===== src/hw/mac_pkg.sv =====
// Purpose: Shared constants for the monitor converter control block
// Assumes: 200 MHz core clock
// Notes: Register byte addresses, field positions, reset values and timing
package mac_pkg;
   // ************************************************************
   // Register map
   // ************************************************************
   localparam logic [7:0] MAC_ADDR_OPT_LO = 8'h3A;
   localparam logic [7:0] MAC_ADDR_OPT_HI = 8'h3B;
   localparam logic [15:0] MAC_OPT_RESET = 16'h2000;
   localparam int MAC_BIT_MODE = 15;
   localparam int MAC_BIT_START = 14;
   localparam int MAC_BIT_RANGE = 13;
   localparam int MAC_NUM_CHAN = 8;
   // Channel index = enable bit position = result slot
   localparam logic [2:0] MAC_CH_BATTERY_VOLTAGE = 3'h0;
   localparam logic [2:0] MAC_CH_COMPARATOR_INPUT = 3'h7;

   // ************************************************************
   // Timing
   // ************************************************************
   localparam int MAC_CLK_HZ = 200_000_000;
   localparam int MAC_CHAN_TIME_MS = 25;
   localparam int MAC_PERIOD_TIME_S = 1;
   localparam int MAC_CHAN_CYCLES = MAC_CLK_HZ / 1000 * MAC_CHAN_TIME_MS;
   localparam int MAC_PERIOD_CYCLES = MAC_CLK_HZ * MAC_PERIOD_TIME_S;

   // ************************************************************
   // Result scaling, mV per code step
   // ************************************************************
   localparam logic [3:0] MAC_STEP_LOW_MV = 4'h8;
   localparam logic [3:0] MAC_STEP_HIGH_MV = 4'hC;

   typedef enum logic [1:0] {
      MAC_ST_IDLE = 2'b00,
      MAC_ST_CONV = 2'b01,
      MAC_ST_WAIT = 2'b10
   } mac_state_type;
endpackage


===== src/hw/mac_result_mem.sv =====
// Purpose: Eight-entry result store for converter channel codes
// Assumes: One write and one read port on the core clock
// Notes: Read data comes out of a register one cycle after the index
`timescale 1ns/10ps
`default_nettype none
module mac_result_mem #(
   parameter int WIDTH = 8,
   parameter int DEPTH = 8
) (
   input wire logic clk,
   input wire logic wr_en,
   input wire logic [$clog2(DEPTH)-1:0] wr_idx,
   input wire logic [WIDTH-1:0] wr_data,
   input wire logic [$clog2(DEPTH)-1:0] rd_idx,
   output logic [WIDTH-1:0] rd_data_r
);
   logic [WIDTH-1:0] mem_r [DEPTH];

   initial begin
      if (DEPTH < 2 || WIDTH < 1) $error("mac_result_mem: bad geometry");
   end

   always_ff @(posedge clk) begin
      if (wr_en) begin
         mem_r[wr_idx] <= wr_data;
      end
   end

   // No reset on the array; reads before the first set return stale codes
   always_ff @(posedge clk) begin
      rd_data_r <= mem_r[rd_idx];
   end
endmodule
`default_nettype wire


===== src/hw/mac_ctrl.sv =====
// Purpose: Monitor converter control, option register, channel sequencer
// Assumes: Register port and converter data come from logic on clk
// Notes: The analog conversion lives outside; this block times the slots
//
// Operation
// RULE1: With mode bit 0 one set of conversions runs on the enabled channels after start is set.
// RULE2: With mode bit 1 a full set repeats and refreshes the results once every second.
// RULE3: Start clears itself when a one-shot set ends; writing 1 starts, writing 0 requests none.
// RULE4: Each enabled channel takes one 25 ms slot, so a set lasts 25 ms times the enabled count.
// RULE5: Channels run in the order battery, system voltage, charge, discharge, input, power, bus, comparator.
// RULE6: The converter stays inactive in low power mode whatever start and enables say.
// RULE7: The host leaves low power mode before setting start or enabling channels.
// RULE8: The range bit picks 2.04 V (0) or 3.06 V (1) for system power and comparator input, reset 1.
// RULE9: Ranged channels scale at 8 mV per code low and 12 mV per code high.
// RULE10: The low byte holds one enable per channel, bit 7 comparator down to bit 0 battery, reset 0.
// RULE11: In continuous mode sets keep running while start is 1; writing 0 stops further sets.
`timescale 1ns/10ps
`default_nettype none
module mac_ctrl
   import mac_pkg::*;
#(
   parameter int CHAN_CYCLES = MAC_CHAN_CYCLES,
   parameter int PERIOD_CYCLES = MAC_PERIOD_CYCLES
) (
   input wire logic clk,
   input wire logic reset_n,
   input wire logic reg_wr_en,
   input wire logic [7:0] reg_wr_addr,
   input wire logic [7:0] reg_wr_data,
   input wire logic [7:0] reg_rd_addr,
   output logic [7:0] reg_rd_data_r,
   input wire logic low_power_mode,
   input wire logic [7:0] conv_data,
   output logic conv_active_r,
   output logic [2:0] conv_channel_r,
   output logic range_high_r,
   output logic [3:0] result_step_mv_r,
   output logic set_done_r,
   input wire logic [2:0] result_rd_idx,
   output logic [7:0] result_rd_data_r
);
   initial begin
      if (CHAN_CYCLES < 2) $error("mac_ctrl: CHAN_CYCLES too small");
      if (PERIOD_CYCLES < CHAN_CYCLES * MAC_NUM_CHAN + 4) $error("mac_ctrl: PERIOD too short");
   end

   // ************************************************************
   // Helpers
   // ************************************************************
   // Lowest enabled channel at or above from; 8 means none left
   function automatic logic [3:0] next_en(input logic [7:0] m, input logic [3:0] from);
      logic [3:0] r;
      r = 4'h8;
      for (int i = MAC_NUM_CHAN - 1; i >= 0; i--) begin
         if (m[i] && (4'(i) >= from)) r = 4'(i);
      end
      return r;
   endfunction

   function automatic logic [3:0] step_mv(input logic hi);
      return hi ? MAC_STEP_HIGH_MV : MAC_STEP_LOW_MV;
   endfunction

   // ************************************************************
   // Option register
   // ************************************************************
   logic [15:0] opt_r;
   logic done_evt;
   logic wr_lo, wr_hi;
   mac_state_type state_r, state_nxt;
   logic [7:0] mask_r;
   logic [31:0] slot_cnt_r, period_cnt_r;
   logic [2:0] chan_nxt;
   logic [3:0] first_ch, follow_ch;
   logic slot_end;

   assign wr_lo = reg_wr_en && (reg_wr_addr == MAC_ADDR_OPT_LO);
   assign wr_hi = reg_wr_en && (reg_wr_addr == MAC_ADDR_OPT_HI);

   always_ff @(posedge clk or negedge reset_n) begin
      if (!reset_n) begin
         opt_r <= MAC_OPT_RESET; // [RULE8] [RULE10]
      end else begin
         if (wr_lo) begin
            opt_r[7:0] <= reg_wr_data; // [RULE10]
         end
         if (wr_hi) begin
            opt_r[15:8] <= reg_wr_data; // [RULE3] [RULE11]
         end else if (done_evt && !opt_r[MAC_BIT_MODE]) begin
            // A host write in the same cycle wins over the self clear
            opt_r[MAC_BIT_START] <= 1'b0; // [RULE3]
         end
      end
   end

   always_ff @(posedge clk or negedge reset_n) begin
      if (!reset_n) begin
         reg_rd_data_r <= 8'h00;
      end else begin
         unique case (reg_rd_addr)
            MAC_ADDR_OPT_LO: reg_rd_data_r <= opt_r[7:0];
            MAC_ADDR_OPT_HI: reg_rd_data_r <= opt_r[15:8];
            default: reg_rd_data_r <= 8'h00;
         endcase
      end
   end

   // ************************************************************
   // Sequencer
   // ************************************************************
   assign first_ch = next_en(opt_r[7:0], 4'h0); // [RULE5]
   assign follow_ch = next_en(mask_r, {1'b0, conv_channel_r} + 4'h1); // [RULE5]
   assign slot_end = (state_r == MAC_ST_CONV) && (slot_cnt_r == 32'(CHAN_CYCLES - 1)); // [RULE4]

   always_comb begin
      state_nxt = state_r;
      chan_nxt = conv_channel_r;
      done_evt = 1'b0;
      unique case (state_r)
         MAC_ST_IDLE: begin
            if (opt_r[MAC_BIT_START] && !low_power_mode) begin // [RULE1] [RULE6]
               if (first_ch[3]) begin
                  done_evt = 1'b1;
                  // An empty continuous set still waits out its period
                  state_nxt = opt_r[MAC_BIT_MODE] ? MAC_ST_WAIT : MAC_ST_IDLE; // [RULE2]
               end else begin
                  state_nxt = MAC_ST_CONV;
                  chan_nxt = first_ch[2:0];
               end
            end
         end
         MAC_ST_CONV: begin
            if (low_power_mode) begin
               state_nxt = MAC_ST_IDLE; // [RULE6]
            end else if (slot_end) begin
               if (follow_ch[3]) begin
                  done_evt = 1'b1;
                  // Continuous sets pause until the period expires
                  state_nxt = (opt_r[MAC_BIT_MODE] && opt_r[MAC_BIT_START])
                     ? MAC_ST_WAIT : MAC_ST_IDLE; // [RULE2] [RULE11]
               end else begin
                  chan_nxt = follow_ch[2:0];
               end
            end
         end
         MAC_ST_WAIT: begin
            if (low_power_mode || !opt_r[MAC_BIT_START]) begin
               state_nxt = MAC_ST_IDLE; // [RULE6] [RULE11]
            end else if (period_cnt_r >= 32'(PERIOD_CYCLES - 2)) begin
               state_nxt = MAC_ST_IDLE; // [RULE2]
            end
         end
         default: state_nxt = MAC_ST_IDLE;
      endcase
   end

   always_ff @(posedge clk or negedge reset_n) begin
      if (!reset_n) begin
         state_r <= MAC_ST_IDLE;
         conv_active_r <= 1'b0;
         conv_channel_r <= MAC_CH_BATTERY_VOLTAGE;
         set_done_r <= 1'b0;
      end else begin
         state_r <= state_nxt;
         conv_active_r <= (state_nxt == MAC_ST_CONV); // [RULE6]
         conv_channel_r <= chan_nxt;
         set_done_r <= done_evt; // [RULE1] [RULE2]
      end
   end

   // Enables are frozen for the set so a mid-set write cannot reorder it
   always_ff @(posedge clk or negedge reset_n) begin
      if (!reset_n) begin
         mask_r <= 8'h00;
      end else if (state_r == MAC_ST_IDLE) begin
         mask_r <= opt_r[7:0];
      end
   end

   always_ff @(posedge clk or negedge reset_n) begin
      if (!reset_n) begin
         slot_cnt_r <= 32'h0;
      end else if (state_r != MAC_ST_CONV || slot_end) begin
         slot_cnt_r <= 32'h0;
      end else begin
         slot_cnt_r <= slot_cnt_r + 32'h1; // [RULE4]
      end
   end

   always_ff @(posedge clk or negedge reset_n) begin
      if (!reset_n) begin
         period_cnt_r <= 32'h0;
      end else if (state_r == MAC_ST_IDLE) begin
         period_cnt_r <= 32'h0;
      end else begin
         period_cnt_r <= period_cnt_r + 32'h1; // [RULE2]
      end
   end

   always_ff @(posedge clk or negedge reset_n) begin
      if (!reset_n) begin
         range_high_r <= 1'b1;
         result_step_mv_r <= MAC_STEP_HIGH_MV;
      end else begin
         range_high_r <= opt_r[MAC_BIT_RANGE]; // [RULE8]
         result_step_mv_r <= step_mv(opt_r[MAC_BIT_RANGE]); // [RULE9]
      end
   end

   // ************************************************************
   // Results
   // ************************************************************
   mac_result_mem #(.WIDTH(8), .DEPTH(MAC_NUM_CHAN)) u_mem (
      .clk(clk),
      .wr_en(slot_end && !low_power_mode), // [RULE1] [RULE2]
      .wr_idx(conv_channel_r),
      .wr_data(conv_data),
      .rd_idx(result_rd_idx),
      .rd_data_r(result_rd_data_r)
   );
endmodule
`default_nettype wire


===== config.mk =====
export PLATFORM = sky130hd
export DESIGN_NAME = mac_ctrl
export DESIGN_NICKNAME = d
export VERILOG_FILES = /design/src/hw/mac_pkg.sv /design/src/hw/mac_result_mem.sv /design/src/hw/mac_ctrl.sv
export SDC_FILE = /design/constraint.sdc
export NUM_CORES = 1
export LEC_CHECK = 0
export ABC_AREA = 1
export BUFFER_PORTS_ARGS = -buffer_cell sky130_fd_sc_hd__buf_2
export CORE_MARGIN = 5
export CORE_UTILIZATION = 45
export CTS_BUF_LIST = sky130_fd_sc_hd__clkbuf_4 sky130_fd_sc_hd__clkbuf_8
export CTS_CLUSTER_SIZE = 20
export DETAILED_ROUTE_END_ITERATION = 6
export PLACE_DENSITY = 0.64
export SLEW_MARGIN = 20
export SYNTH_ARGS = -nofsm -noshare
export SYNTH_HDL_FRONTEND = slang
export SYNTH_HIERARCHICAL = 1
export SYNTH_SLANG_ARGS = --single-unit

===== constraint.sdc =====
create_clock -name clk -period 2.35 [get_ports clk]
set_input_delay 0.235 -clock clk [delete_from_list [all_inputs] [get_ports clk]]
set_output_delay 0.235 -clock clk [all_outputs]
set_load 0.02 [all_outputs]

-- Word level (Yosys, flattened, before mapping)
Memories as Yosys holds them, arrays and structs flattened. A register that Yosys moved wholly into a read port is not among the register bits.
Index checks and enable logic that the tools add are counted.
- shift operators: 0
- mux-type cells: 46
- equal/unequal tests: 14
- $add $sub $neg: 3
- div/mod/pow operators: 0
- magnitude comparators: 9
- multiply operators: 0
- bitwise gates (word level): 0
- reductions and logical operators: 24
- operator list (operator ; number):
    $add 32x1->32 const B ; 2
    $mux 32 ; 2
    $mux 4 ; 16
    $eq 32x23->1 const B ; 1
    $eq 8x6->1 const B ; 4
    $ge 32x28->1 const B ; 1
    $mux 2 ; 9
    $mux 3 ; 6
    $ge 3x4->1 const A ; 4
    $pmux 8 s2 ; 1
    $logic_and 1x1->1 ; 15
    $ne 2x2->1 const B ; 5
    $mux 1 ; 9
    $ge 1x4->1 const A ; 2
    $ge 2x4->1 const A ; 2
    $pmux 2 s3 ; 1
    $pmux 3 s2 ; 1
    $reduce_and 6->1 ; 1
    $add 3x1->4 const B ; 1
    $eq 2x1->1 const B ; 2
    $reduce_bool 2->1 ; 2
    $logic_not 1->1 ; 3
    $eq 2x2->1 const B ; 1
    $logic_not 2->1 ; 1
    other kinds (3) ; 4
- output and inout port bits: 26
- memories: 1
- latch bits: 0
- RAM bits: 64
- flip-flop bits (word level): 108
- word-level logic and storage cells: 110
- input port bits: 39
- memory bits (read-only): 0
- memories (memory ; words ; bits a word ; read ports ; clocked after Yosys merged registers in ; write ports ; RTL line ; RTL):
    u_mem.mem_r ; 8 ; 8 ; 1 ; 1 ; 1 ; mac_result_mem.sv:17 ; logic [WIDTH-1:0] mem_r [DEPTH];

-- Longest topological paths before layout
- depth in word-level cells: 18
- gate-level depth with buffers: 14

-- Hierarchy
The synthesis kept the hierarchy.
- by module, submodules not included (module ; seq. area each (um2) ; area an instance (um2) ; instances ; cells each):
    mac_ctrl ; 2605.0 ; 5784.3 ; 1 ; 765
    mac_result_mem ; 2082.0 ; 3050.4 ; 1 ; 303

-- Worst setup path before layout
Ideal clock, no wire load.
- kind: reg-to-reg
- from: reg slot_cnt_r[0]
- to: mem u_mem.mem_r[1][0] (enable)
- arrival time: 1664 ps
- path slack: 316 ps
- data required time: 1980 ps
- period minus slack after synthesis: 2034 ps
- path buffers: 0
- cell stages (with the launch flop): 10
- path through: dfrtp_1 ha_1 nand2_1 nor2_4 nand2_2 nor2_2 nand4_1 inv_1 nand2_1 nor2_1
- longest elaborated chain between the ends: 5
- ends and longest elaborated chain (item ; RTL line ; RTL):
    start, declared ; mac_ctrl.sv:72 ; logic [31:0] slot_cnt_r, period_cnt_r;
    start signal, assigned ; mac_ctrl.sv:186 ; slot_cnt_r <= slot_cnt_r + 32'h1;
    $eq 32x23->1 ; mac_ctrl.sv:113 ; assign slot_end = (state_r == MAC_ST_CONV) && (slot_cnt_r == 32'(CHAN_CYCLES - 1));
    $logic_and 1x1->1 ; mac_ctrl.sv:113 ;
    $logic_and 1x1->1 ; mac_ctrl.sv:215 ; .wr_en(slot_end && !low_power_mode),
    $mux 1 ; mac_result_mem.sv:24 ; if (wr_en) begin
    $mux 1 (not written as such) ; mac_result_mem.sv:25 ; mem_r[wr_idx] <= wr_data;
    end, declared ; mac_result_mem.sv:17 ;
No other way between the ends.

-- Worst setup path after layout
- from: reg slot_cnt_r[0]
- to: mem u_mem.mem_r[6][7] (enable)
Same word-level chain as after synthesis.

==> Flow_metrics.wiki <==
{| class="wikitable"
! Metric !! Value
|-
| Worst setup SP type || flop
|-
| # H-tree levels || 4
|-
| Compound-cell area share of the yosys netlist || 5.85%
|-
| Final Wtd Congestion || 0.886
|-
| Post-detailed-route wirelength per cell || 13.7 um
|-
| Number of maximum-capacitance constraint violations || 0
|-
| Power dissipated by switching net loads || 1690 uW
|-
| Detail Placement HPWL || 14300 um
|-
| Final instance count without filler cells || 1420
|-
| Count of flip-flops with a built-in enable after synthesis || 64
|-
| Worst Hold Path EP || opt_r[0]
|-
| CP Max Fanout || 8
|-
| Number of nets in the finished design || 1188
|-
| Setup repair after global routing missed its margin || no
|-
| Combinational family with the most area after synthesis || simple AND/OR/NAND/NOR gates
|-
| Cell taking the most area after synthesis || sky130_fd_sc_hd__dfrtp_1
|-
| Clock tree sinks || 176
|-
| Tot GR Track Use || 18.3%
|-
| Post-synthesis async set-or-reset flop share || 59.1%
|-
| Hold violation total from the final report || 0
|-
| Slew Limit Headroom || 53.4%
|-
| Highest Clock Rate || 475 MHz
|-
| DRC violation count after routing || 0
|-
| Sequential cell area || 4690 um2
|-
| Commonest non-fill, non-tap cell in the layout || sky130_fd_sc_hd__nand2_1
|-
| Number of global-route vias before repair || 6715
|-
| Number of buffers added by the clock tree synthesis step || 17
|-
| Post-synthesis sequential area ratio || 53.1%
|-
| Least-Margin Pin Slew || 0.698 ns
|-
| Post_cts resized || 0
|-
| Number of slew-limit violations in the final report || 0
|-
| Max rail drop VDD || 0.408 mV
|-
| Cell total after placement || 1386
|-
| Leakage power of the design || 0.00441 uW
|-
| Worst r2r dst || u_mem/mem_r[6][7]
|-
| WL met1 || 9140 um
|-
| Minimum clock period after layout || 2.10 ns
|-
| Simple-gate share of the synthesized area || 28.2%
|-
| Critical Path RT || 2.52 ns
|-
| Most frequent cells in the layout || sky130_fd_sc_hd__nand2_1, sky130_fd_sc_hd__inv_1, sky130_fd_sc_hd__nor2_1
|-
| Routed length on met3 || 992 um
|-
| Iteration count of the initial detailed-routing pass || 5
|-
| Register bit count reported by yosys || 176
|-
| Worst-skew pair later-pin latency || 0.47 ns
|-
| Slack of the worst reg-to-reg path || 0.25 ns
|-
| Setup Total Neg Slack || 0 ns
|-
| Ports placed on the boundary || 65
|-
| Uppermost routed layer || met4
|-
| Sequential group share of total power || 54.7%
|-
| Synthesized area per cell || 8.27 um2
|-
| Number of placement rows || 51
|-
| Number of fill cells in the layout || 1881
|-
| Antenna diode count || 0
|-
| Power Internal || 4380 uW
|-
| Drt first-iter violations || 451
|-
| Wire length of the first global-routing pass || 32700 um
|-
| Starting density of the core || 45.5%
|-
| Die outline width || 150 um
|-
| Pin count of the biggest net entering global routing || 49
|-
| Clock network fraction of design power || 33.4%
|-
| Area growth from synthesis to layout || 11.5%
|-
| Worst Setup Path Type || flop to flop
|-
| CTS tree || built
|-
| Worst slack at placement || 0.265 ns
|-
| Setup Viol. Count Final || 0
|-
| Synth Flop Type || sky130_fd_sc_hd__dfrtp_1
|-
| Crit. End Element || flop
|-
| Multi-input logic area || 3320 um2
|-
| Fraction of layout cells with a size suffix above 1 || 13.0%
|-
| Post-Synth Adder-Cell Area || 0.991%
|-
| CTS max path bufs || 2
|-
| Number of warnings reported in the yosys synthesis log || 6
|-
| Count of buffers inserted at the top-level ports || 61
|-
| Synth top area cells || sky130_fd_sc_hd__dfrtp_1, sky130_fd_sc_hd__edfxtp_1, sky130_fd_sc_hd__nand2_1, sky130_fd_sc_hd__inv_1, sky130_fd_sc_hd__nor2_1
|-
| Vertical extent of the die || 150 um
|-
| Die area || 22500 um2
|-
| Register clock-pin slew on the reported worst setup and hold paths || 0.09 ns
|-
| Total standard cell area after synthesis || 8830 um2
|-
| Yosys top cell area share || 28.9%
|-
| Result of the run || finished, final reports clean
|-
| Remaining global-route overflow || 0
|-
| Xor/xnor share of the synthesized area || 2.38%
|-
| Vias/cell || 4.87
|-
| Count of cell types in the netlist || 43
|-
| Cell count of the worst reg-to-reg path || 10
|-
| Number of cells on the worst hold path || 3
|-
| Floorplan core area || 19400 um2
|-
| Number of hold buffers added after CTS || 2
|-
| Number of buffers inserted by post-CTS setup repair || 0
|-
| Hold Crit Start || reg_wr_data[0]
|-
| Cell Pwr Density || 617 nW/um2
|-
| Kind of path behind the tightest hold check || input pin to flop
|-
| Minimum setup slack in the final design || 0.245 ns
|-
| Number of nets still failing antenna checks after routing || 0
|-
| CP Data Arrival Time || 2.27 ns
|-
| Pwr Total || 6080 uW
|-
| DRT Wirelength || 19400 um
|-
| Comb pwr share || 11.9%
|-
| Routed vias || 6920
|-
| Final critical-path share of the clock period || 89.6%
|-
| Multiplexer fraction of the synthesized cell area || 0%
|-
| Cell chosen for the clock root || sky130_fd_sc_hd__clkbuf_8
|-
| Worst setup skew after layout || 0.0184 ns
|-
| Count of mapped cells out of synthesis || 1068
|-
| Routed met2 length || 9010 um
|-
| Net switching fraction of the power || 27.9%
|-
| Crit Reg-Reg Startpoint || slot_cnt_r[0]
|-
| Number of antenna violations at the first check in global routing || 0
|}
==> worst max-delay path by stage <==
stage | slack, ns | to | from
after detailed placement | 0.26 | u_mem/mem_r[5][7] | slot_cnt_r[0]
after global placement | 0.33 | u_mem/mem_r[5][0] | slot_cnt_r[0]
after floorplan | 0.32 | u_mem/mem_r[1][0] | slot_cnt_r[0]
final | 0.25 | u_mem/mem_r[6][7] | slot_cnt_r[0]
after CTS | 0.26 | u_mem/mem_r[5][7] | slot_cnt_r[0]
after global routing | 0.04 | opt_r[14] | conv_channel_r[1]
==> synth_stat cells (3+ instances only) <==
cell / count
sky130_fd_sc_hd__a21oi_1: 31
sky130_fd_sc_hd__a31oi_1: 5
sky130_fd_sc_hd__buf_2: 5
sky130_fd_sc_hd__buf_4: 7
sky130_fd_sc_hd__buf_6: 6
sky130_fd_sc_hd__clkbuf_1: 5
sky130_fd_sc_hd__dfrtp_1: 102
sky130_fd_sc_hd__dfxtp_1: 8
sky130_fd_sc_hd__edfxtp_1: 64
sky130_fd_sc_hd__ha_1: 7
sky130_fd_sc_hd__inv_1: 166
sky130_fd_sc_hd__inv_2: 10
sky130_fd_sc_hd__nand2_1: 276
sky130_fd_sc_hd__nand2_2: 4
sky130_fd_sc_hd__nand3_1: 61
sky130_fd_sc_hd__nand3b_1: 7
sky130_fd_sc_hd__nand4_1: 21
sky130_fd_sc_hd__nor2_1: 115
sky130_fd_sc_hd__nor2_2: 10
sky130_fd_sc_hd__nor2_4: 4
sky130_fd_sc_hd__nor3_1: 39
sky130_fd_sc_hd__nor3_2: 3
sky130_fd_sc_hd__nor3b_1: 3
sky130_fd_sc_hd__nor4_1: 8
sky130_fd_sc_hd__o21ai_0: 38
sky130_fd_sc_hd__o21ai_1: 9
sky130_fd_sc_hd__o22ai_1: 9
sky130_fd_sc_hd__xnor2_1: 7
sky130_fd_sc_hd__xor2_1: 17
==> per-layer routing <==
metal / track usage (%) / vias to the layer above
li1: - / 3555
met1: 24.9 / 3172
met2: 29.7 / 168
met3: 4.03 / 25
met4: 5.17 / 0
met5: 0 / -
==> state kept, by name, indices dropped and copies added (netlist names), 2 cells and up <==
signal,count
u_mem/mem_r,64
period_cnt_r,32
slot_cnt_r,32
opt_r,16
mask_r,8
reg_rd_data_r,8
u_mem/rd_data_r,8
conv_channel_r,3
state_r,2
==> critical path: stages (launching register included) <==
cell and delay (ns):
sky130_fd_sc_hd__dfrtp_1 0.39, sky130_fd_sc_hd__ha_1 0.18, sky130_fd_sc_hd__nand2_1 0.10, sky130_fd_sc_hd__nor2_4 0.16
sky130_fd_sc_hd__nand2_2 0.10, sky130_fd_sc_hd__nor2_2 0.15, sky130_fd_sc_hd__nand4_1 0.18, sky130_fd_sc_hd__inv_1 0.11
sky130_fd_sc_hd__nand2_1 0.13, sky130_fd_sc_hd__nor2_1 0.14, sky130_fd_sc_hd__buf_4 0.18
==> layout make-up <==
type | instances | share of cell area, %
Clock buffer | 19 | 2.66
Clock inverter | 13 | 1.26
Inverter | 177 | 6.77
Multi-Input combinational cell | 691 | 33.7
Sequential cell | 176 | 47.6
Tap cell | 265 | 3.37
Timing Repair Buffer | 79 | 4.68
==> through the flow <==
step | instance area, um2 | utilization [%] | hold slack (ns)
6_report | 9850 | 50.8 | 0.0282
5_1_grt | 9850 | 50.8 | 0.0118
4_1_cts | 9850 | 50.8 | 0.00662
3_5_place_dp | 9440 | 48.7 | 0.286
3_3_place_gp | 9440 | 48.7 | 0.289
2_1_floorplan | 8840 | - | -0.0606
==> cells by family (layout without fill, tap and decap cells) <==
family          count (synthesis)  count (layout)
compound gates                 97              97
xor+xnor                       24              24
flops                         176             176
fa+ha+maj                       7               7
other cells                     2               3
buf+inv                       202             288
simple gates                  560             560
==> power by group through the flow <==
stage | Clock [uW] | Sequential (uW) | Combinational [uW]
2_1_floorplan | 0 | 3430 | 435
3_3_place_gp | 0 | 3390 | 723
3_5_place_dp | 0 | 3390 | 725
4_1_cts | 2090 | 3330 | 731
5_1_grt | 2220 | 3340 | 830
6_report | 2030 | 3330 | 721
Power figures use the tool's default switching activity.
